### src/eit_pkg.sv
// Package of constants and types for the external interrupt timestamp block
// Function
// Enable and select set drive both lines
// Separate 16-bit counter per external input
// Counter increments each clock while enabled
// Valid edge clears counter, counting resumes
// Disabled input holds counter value
// Counter wraps from maximum to zero
// Counters read-only; writes never change them
// Counters read zero after reset
// Polarity 0 falling edge, 1 rising
// Select routes timer 1 or pin
// Enable blocks or passes pin to NMI
// Edge clear wins over increment
package eit_pkg;
    localparam int          EIT_CNT_W         = 16;
    localparam int          EIT_NUM_CH        = 3;
    localparam int          EIT_ADDR_W        = 16;
    // Printed offsets are word indices; byte address is four times index
    localparam logic [15:0] EIT_IRQ1_CTL_IDX  = 16'h7070;
    localparam logic [15:0] EIT_IRQ2_CTL_IDX  = 16'h7071;
    localparam logic [15:0] EIT_NMI_CTL_IDX   = 16'h7077;
    localparam logic [15:0] EIT_IRQ1_TS_IDX   = 16'h7078;
    localparam logic [15:0] EIT_IRQ2_TS_IDX   = 16'h7079;
    localparam logic [15:0] EIT_NMI_TS_IDX    = 16'h707F;
    localparam int          EIT_EN_BIT        = 0;
    localparam int          EIT_SEL_BIT       = 1;
    localparam int          EIT_POL_BIT       = 2;
    localparam logic [2:0]  EIT_CTL_RST       = 3'h0;
    localparam logic [15:0] EIT_CNT_RST       = 16'h0000;
    localparam logic [15:0] EIT_CNT_ONE       = 16'h0001;
    localparam logic [31:0] EIT_RD_UNMAPPED   = 32'h00000000;
    typedef enum logic [1:0] {
        EIT_IDLE = 2'b00,
        EIT_ACK  = 2'b01
    } eit_bus_state_t;
endpackage : eit_pkg

### src/eit_chan_if.sv
// Interface carrying one channel's control and counter between modules
`timescale 1ns/100ps
interface eit_chan_if;
    logic        en;
    logic        pol;
    logic        pin;
    logic        edge_hit;
    logic [15:0] count;
    modport ctl (output en, output pol, output pin, input edge_hit, input count);
    modport cnt (input en, input pol, input pin, output edge_hit, output count);
endinterface : eit_chan_if

### src/eit_chan.sv
// One timestamp counter channel with edge detector
`timescale 1ns/100ps
module eit_chan
    import eit_pkg::*;
(
    input  wire logic i_ref_clk, // System clock
    input  wire logic i_rst_n,   // Async reset, active low
    eit_chan_if.cnt   ch         // Channel control and counter
);
    logic                 pin_reg;
    logic [EIT_CNT_W-1:0] cnt_reg;
    logic                 edge_hit;

    always_ff @(posedge i_ref_clk or negedge i_rst_n)
    begin
        if (!i_rst_n)
            pin_reg <= 1'b0;
        else
            pin_reg <= ch.pin;
    end

    // Edge sampled on the clock; the input is already synchronous
    assign edge_hit = ch.pol ? (ch.pin & ~pin_reg) : (~ch.pin & pin_reg);
    assign ch.edge_hit = edge_hit & ch.en;

    always_ff @(posedge i_ref_clk or negedge i_rst_n)
    begin
        if (!i_rst_n)
            cnt_reg <= EIT_CNT_RST;
        else if (ch.en && edge_hit)
            cnt_reg <= EIT_CNT_RST;
        else if (ch.en)
            cnt_reg <= cnt_reg + EIT_CNT_ONE;
    end // holds when disabled

    assign ch.count = cnt_reg;

    clear_wins_a: assert property (@(posedge i_ref_clk) disable iff (!i_rst_n)
        ch.edge_hit |=> cnt_reg == EIT_CNT_RST) else $error("edge did not clear");
    hold_off_a: assert property (@(posedge i_ref_clk) disable iff (!i_rst_n)
        !ch.en |=> $stable(cnt_reg)) else $error("counter moved while off");
    count_up_a: assert property (@(posedge i_ref_clk) disable iff (!i_rst_n)
        (ch.en && !edge_hit) |=> cnt_reg == $past(cnt_reg) + EIT_CNT_ONE)
        else $error("counter missed increment");
    wrap_zero_a: assert property (@(posedge i_ref_clk) disable iff (!i_rst_n)
        (ch.en && cnt_reg == 16'hFFFF) |=> cnt_reg == EIT_CNT_RST)
        else $error("counter did not wrap");
    wrap_c: cover property (@(posedge i_ref_clk) disable iff (!i_rst_n)
        ch.en && cnt_reg == 16'hFFFF);
    edge_c: cover property (@(posedge i_ref_clk) disable iff (!i_rst_n)
        ch.en ##1 ch.edge_hit);
endmodule : eit_chan

### src/eit_top.sv
// Timestamp counters, interrupt routing and Avalon-MM register slave
//
// Decided for this implementation: the Avalon-MM interface to the registers.
`timescale 1ns/100ps
module eit_top
    import eit_pkg::*;
(
    input  wire logic        i_ref_clk,        // 20 MHz system clock
    input  wire logic        i_rst_n,          // Async reset, active low
    input  wire logic [15:0] i_avs_address,    // Word address (index)
    input  wire logic        i_avs_read,       // Read request
    input  wire logic        i_avs_write,      // Write request
    input  wire logic [31:0] i_avs_writedata,  // Write data
    input  wire logic [3:0]  i_avs_byteenable, // Byte enables
    output logic      [31:0] o_avs_readdata,   // Read data
    output logic             o_avs_waitrequest,// Wait request
    input  wire logic        i_ext_irq_one,    // External interrupt 1 pin
    input  wire logic        i_ext_irq_two,    // External interrupt 2 pin
    input  wire logic        i_ext_nmi_pin,    // External NMI / line 13 pin
    input  wire logic        i_cpu_timer1,     // CPU timer 1 request
    output logic             o_cpu_nmi,        // CPU NMI request
    output logic             o_cpu_line_13,    // CPU line 13 request
    output logic             o_irq1_edge,      // Valid edge pulse, irq 1
    output logic             o_irq2_edge,      // Valid edge pulse, irq 2
    output logic             o_nmi_edge        // Valid edge pulse, NMI
);
    logic [2:0]     ctl1_reg;
    logic [2:0]     ctl2_reg;
    logic [2:0]     ctln_reg;
    logic [31:0]    rdata_reg;
    logic [31:0]    rdata_next;
    eit_bus_state_t st_reg;
    logic           req;
    logic           take;

    eit_chan_if ch1 ();
    eit_chan_if ch2 ();
    eit_chan_if chn ();

    // Three independent counters, one per input
    eit_chan u_ch1 (.i_ref_clk(i_ref_clk), .i_rst_n(i_rst_n), .ch(ch1));
    eit_chan u_ch2 (.i_ref_clk(i_ref_clk), .i_rst_n(i_rst_n), .ch(ch2));
    eit_chan u_chn (.i_ref_clk(i_ref_clk), .i_rst_n(i_rst_n), .ch(chn));

    assign ch1.en  = ctl1_reg[EIT_EN_BIT];
    assign ch1.pol = ctl1_reg[EIT_POL_BIT];
    assign ch1.pin = i_ext_irq_one;
    assign ch2.en  = ctl2_reg[EIT_EN_BIT];
    assign ch2.pol = ctl2_reg[EIT_POL_BIT];
    assign ch2.pin = i_ext_irq_two;
    assign chn.en  = ctln_reg[EIT_EN_BIT];
    assign chn.pol = ctln_reg[EIT_POL_BIT];
    assign chn.pin = i_ext_nmi_pin;

    assign o_irq1_edge = ch1.edge_hit;
    assign o_irq2_edge = ch2.edge_hit;
    assign o_nmi_edge  = chn.edge_hit;

    // Routing is a level path, so the CPU sees the pin with no added delay
    assign o_cpu_nmi     = ctln_reg[EIT_EN_BIT] & i_ext_nmi_pin;
    assign o_cpu_line_13 = ctln_reg[EIT_SEL_BIT] ? i_ext_nmi_pin : i_cpu_timer1;

    // One wait cycle per access keeps read data registered
    assign req               = i_avs_read | i_avs_write;
    assign take              = req && (st_reg == EIT_ACK);
    assign o_avs_waitrequest = req && (st_reg == EIT_IDLE);
    assign o_avs_readdata    = rdata_reg;

    always_ff @(posedge i_ref_clk or negedge i_rst_n)
    begin
        if (!i_rst_n)
            st_reg <= EIT_IDLE;
        else
        begin
            unique case (st_reg)
                EIT_IDLE: st_reg <= req ? EIT_ACK : EIT_IDLE;
                EIT_ACK:  st_reg <= EIT_IDLE;
                default:  st_reg <= EIT_IDLE;
            endcase
        end
    end

    always_comb
    begin
        rdata_next = EIT_RD_UNMAPPED;
        unique case (i_avs_address)
            EIT_IRQ1_CTL_IDX: rdata_next = {29'h0, ctl1_reg[2], 1'b0, ctl1_reg[0]};
            EIT_IRQ2_CTL_IDX: rdata_next = {29'h0, ctl2_reg[2], 1'b0, ctl2_reg[0]};
            EIT_NMI_CTL_IDX:  rdata_next = {29'h0, ctln_reg};
            EIT_IRQ1_TS_IDX:  rdata_next = {16'h0, ch1.count};
            EIT_IRQ2_TS_IDX:  rdata_next = {16'h0, ch2.count};
            EIT_NMI_TS_IDX:   rdata_next = {16'h0, chn.count};
            default:          rdata_next = EIT_RD_UNMAPPED;
        endcase
    end

    always_ff @(posedge i_ref_clk or negedge i_rst_n)
    begin
        if (!i_rst_n)
            rdata_reg <= 32'h00000000;
        else if (i_avs_read && st_reg == EIT_IDLE)
            rdata_reg <= rdata_next;
    end

    // Counter offsets are not decoded for writes, so software cannot touch them
    always_ff @(posedge i_ref_clk or negedge i_rst_n)
    begin
        if (!i_rst_n)
        begin
            ctl1_reg <= EIT_CTL_RST;
            ctl2_reg <= EIT_CTL_RST;
            ctln_reg <= EIT_CTL_RST;
        end
        else if (take && i_avs_write && i_avs_byteenable[0])
        begin
            unique case (i_avs_address)
                EIT_IRQ1_CTL_IDX: ctl1_reg <= {i_avs_writedata[2], 1'b0, i_avs_writedata[0]};
                EIT_IRQ2_CTL_IDX: ctl2_reg <= {i_avs_writedata[2], 1'b0, i_avs_writedata[0]};
                EIT_NMI_CTL_IDX:  ctln_reg <= i_avs_writedata[2:0];
                default:          ctln_reg <= ctln_reg;
            endcase
        end
    end

    nmi_route_a: assert property (@(posedge i_ref_clk) disable iff (!i_rst_n)
        (ctln_reg[EIT_EN_BIT] && ctln_reg[EIT_SEL_BIT])
        |-> (o_cpu_nmi == i_ext_nmi_pin && o_cpu_line_13 == i_ext_nmi_pin))
        else $error("pin not routed to both lines");
    nmi_block_a: assert property (@(posedge i_ref_clk) disable iff (!i_rst_n)
        !ctln_reg[EIT_EN_BIT] |-> !o_cpu_nmi) else $error("NMI not blocked");
    line13_timer_a: assert property (@(posedge i_ref_clk) disable iff (!i_rst_n)
        !ctln_reg[EIT_SEL_BIT] |-> o_cpu_line_13 == i_cpu_timer1)
        else $error("line 13 not from timer");
    // Covers a write while counting too: the count must only advance normally
    ts_write_a: assert property (@(posedge i_ref_clk) disable iff (!i_rst_n)
        (take && i_avs_write && i_avs_address == EIT_IRQ1_TS_IDX && !ch1.edge_hit)
        |=> ch1.count == ($past(ch1.en) ? $past(ch1.count) + EIT_CNT_ONE : $past(ch1.count)))
        else $error("write changed counter");
    bus_wait_a: assert property (@(posedge i_ref_clk) disable iff (!i_rst_n)
        ($rose(req) && st_reg == EIT_IDLE) |-> o_avs_waitrequest ##1 !o_avs_waitrequest)
        else $error("access not answered in one cycle");
    rd_ts_c: cover property (@(posedge i_ref_clk) disable iff (!i_rst_n)
        take && i_avs_read && i_avs_address == EIT_NMI_TS_IDX);
    both_c: cover property (@(posedge i_ref_clk) disable iff (!i_rst_n)
        ctln_reg == 3'h3 && i_ext_nmi_pin);
endmodule : eit_top

### config.mk
export PLATFORM = sky130hd
export DESIGN_NAME = eit_top
export DESIGN_NICKNAME = d
export VERILOG_FILES = /design/src/eit_pkg.sv /design/src/eit_chan_if.sv /design/src/eit_chan.sv /design/src/eit_top.sv
export SDC_FILE = /design/constraint.sdc
export NUM_CORES = 1
export LEC_CHECK = 0
export ABC_AREA = 1
export BUFFER_PORTS_ARGS = -buffer_cell sky130_fd_sc_hd__buf_2
export CAP_MARGIN = 40
export CORE_UTILIZATION = 54
export CTS_CLUSTER_DIAMETER = 40
export DETAILED_ROUTE_END_ITERATION = 12
export PLACE_DENSITY = 0.8
export SYNTH_ARGS = -nofsm -noshare
export SYNTH_HDL_FRONTEND = slang
export SYNTH_SLANG_ARGS = --single-unit
### constraint.sdc
create_clock -name i_ref_clk -period 1.73 [get_ports i_ref_clk]
set_input_delay 0 -clock i_ref_clk [delete_from_list [all_inputs] [get_ports i_ref_clk]]
set_output_delay 0 -clock i_ref_clk [all_outputs]
set_load 0.02 [all_outputs]
==> results.txt <==
status -> completed
Pins Over Slew Limit -> 0
Syn Inst Count -> 583
critical setup path kind -> register to register
TritonCTS clock tree -> yes
Worst setup EP type -> register
Worst Path Arrival -> 1.82 ns
fmax -> 634.8 MHz
DRC Markers -> 0
Synth cell types -> 36
worst-path fanout max -> 7
crit path from -> ctln_reg[0]
P per Cell Area -> 750.8 nW/um^2
# setup viols final -> 0
VDD IR max -> 478.5 uV
met2 WL post-DR -> 4796 um
Pleak -> 0.002534 uW
top-area cell type share of the netlist area -> 43.68%
FF-to-FF Start -> ctln_reg[0]
crit start category -> register
multi-input logic area -> 2012 um^2
Final min period -> 1.575 ns
vias in the first global route -> 3915
register area -> 1877 um^2
Worst-path clk slew -> 0.08 ns
final hold violations -> 0
Seq cells post-synth -> 75
pin count of the biggest net entering global routing -> 41
Max Cap Viol -> 0
Setup Skew -> 0.01283 ns
sequential share of the synthesized area -> 43.68%
diodes inserted -> 0
Initial DRC Count -> 281
FF-to-FF setup slack -> 0.15 ns
CTS Root Cell -> clkbuf_8
Max clock buf depth -> 2
final WL -> 10130 um
Worst-Skew Late Latency -> 0.36 ns
routability cong. -> 0.9093
chip height -> 91.20 um
Synth Area per Inst -> 7.370 um^2
first-pass GRT wire length -> 17490 um
# fillers -> 678
Setup TNS -> 0 ns
Syn Std Cell Area -> 4297 um^2
initial antenna violation count -> 0
clk sink count -> 75
met1 wire length -> 4461 um
layout cells sized above 1 -> 15.85%
Num CTS Buffers -> 9
Die ar. -> 8317 um^2
Final nets -> 708
Initial Utilization -> 55.60%
GR Overflow Total -> 0
routed vias -> 3951
Rel. slew slack -> 62.13%
worst hold path type -> primary input to async pin
Core Area -> 7727 um^2
Critical Path End -> u_chn.ch.count[7]
post-synth top area cell -> dfrtp_1
Layout area overhead -> 14.09%
via density per instance -> 5.254
design area -> 4902 um^2
Slew @ Worst Pin -> 0.5675 ns
Setup Fix Bufs, Post-CTS -> 0
Wirelength per Cell -> 13.47 um
row cnt -> 32
I/O pins -> 98
GRT Util Overall -> 26.62%
YS warnings -> 0
RSZ-0062 raised after global routing -> false
reg2reg end -> u_chn.ch.count[7]
worst reg2reg path depth -> 7
post-route clock period utilization -> 91.05%
Max Used Layer -> met4
Die W -> 91.20 um
top cells by area, synth -> dfrtp_1 (44%), nand2_1 (14%), nand3_1 (6.4%)
CP required -> 1.98 ns
remaining antenna violation count -> 0
Area after DPL -> 4561 um^2
# H-tree levels -> 3
IO Port Bufs -> 49
hpwl dp -> 7553 um
metal3 WL -> 528 um
DRT Pass-1 Iters -> 5
-- synthesized netlist by cell type --
library cell  count
nand4_1           7
clkinv_2          1
conb_1            1
ha_1              3
nand3_1          55
a211oi_1          1
buf_6             4
buf_2             5
xor2_1            2
and2_4            2
o21ai_1           4
or2_4             1
nor2_4            4
nand2_2           7
a21o_1            1
nor2_1           68
nor3_1           12
or2_1             1
a2bb2oi_1         2
nor2_2            8
and3_1            1
or3_1             1
buf_4            19
nand3_2           2
a21oi_1          33
buf_12            1
nor3b_1           2
nor3_2            2
nand3b_1          2
nand2_1         161
nand2_4           2
inv_2             1
inv_1            60
o21ai_0          31
a31oi_1           1
dfrtp_1          75
-- critical path, cell delays in order (launching register included) --
cell,delay (ns)
dfrtp_1,0.44
inv_1,0.17
nor2_1,0.23
nand2_1,0.11
nor2_2,0.20
nand2_1,0.10
o21ai_0,0.17
a21oi_1,0.06
-- per-layer routing --
layer  up-vias  GRT usage, %
met4         0         14.95
met3        28         3.769
met1      1827         33.80
li1       1959             -
met2       137         43.69
met5         -             0
-- worst min path at each step --
stage            start  cells after the start            endpoint  slack [ns]
2_1_floorplan  i_rst_n                      0         ctl1_reg[0]       -0.30
3_3_place_gp   i_rst_n                      1  u_chn.ch.count[14]       -0.01
3_5_place_dp   i_rst_n                      1  u_chn.ch.count[12]      -0.003
4_1_cts        i_rst_n                      2  u_chn.ch.count[12]        0.15
5_1_grt        i_rst_n                      2  o_avs_readdata[14]        0.19
6_report       i_rst_n                      2  u_chn.ch.count[14]        0.14
-- layout by cell type, fill, tap and decap left out, types with 7 or more instances in the layout --
cell type	Yosys	layout
dlygate4sd3_1	0	9
nand4_1	7	7
dfrtp_1	75	75
o21ai_0	31	31
buf_4	19	7
nor2_2	8	9
inv_1	60	60
nand2_2	7	7
clkbuf_8	0	10
nand2_1	161	161
nor3_1	12	12
nor2_1	68	67
conb_1	1	16
buf_2	5	48
a21oi_1	33	33
nand3_1	55	55
-- power breakdown --
group / internal (uW) / switching, uW / leakage [uW]
logic: 69.8 / 153 / 0.00141
registers: 1770 / 9.70 / 0.00100
clock network: 1000 / 682 / 0.000123
total: 2840 / 845 / 0.00253
-- layout make-up --
| cell class | instances | area share [%] |
|---|---|---|
| clock buffers | 10 | 2.808 |
| clock inverters | 6 | 2.272 |
| inverters | 62 | 4.773 |
| multi-input cells | 432 | 41.04 |
| flip-flops and latches | 75 | 38.28 |
| well taps | 102 | 2.603 |
| repair buffers | 65 | 8.218 |
-- stage by stage --
| step | cells | hold slack (ns) | utilization, % | power (uW) | setup slack [ns] |
|---|---|---|---|---|---|
| 3_5_place_dp | 727 | -0.002814 | 59.02 | 2019 | 0.2058 |
| 3_3_place_gp | 727 | -0.01234 | 59.02 | 2013 | 0.2308 |
| 5_1_grt | 752 | 0.1907 | 63.44 | 3796 | 0.006253 |
| 2_1_floorplan | 598 | -0.2956 | - | 1944 | 0.2443 |
| 4_1_cts | 752 | 0.1514 | 63.41 | 3698 | 0.1858 |
| 6_report | 752 | 0.1439 | 63.44 | 3680 | 0.1548 |
-- what timing repair did --
action	in CTS	in global routing
hold endpoints to repair	46	0
hold buffers	9	0
gates resized for setup	0	1
setup endpoints to repair	0	1
-- logic make-up (layout without fill, tap and decap cells) --
group	count (synthesis)	after routing	share of synthesized area (%)
buffers and inverters	91	143	10.86
XOR/XNOR	2	2	0.4078
flip-flops	75	75	43.68
adder cells (fa/ha/maj)	3	3	0.8737
other	1	16	0.08728
AND/OR/NAND/NOR	338	338	35.26
AO/OA/AOI/OAI	73	73	8.824
No activity file was read; power rests on OpenSTA's default activity.
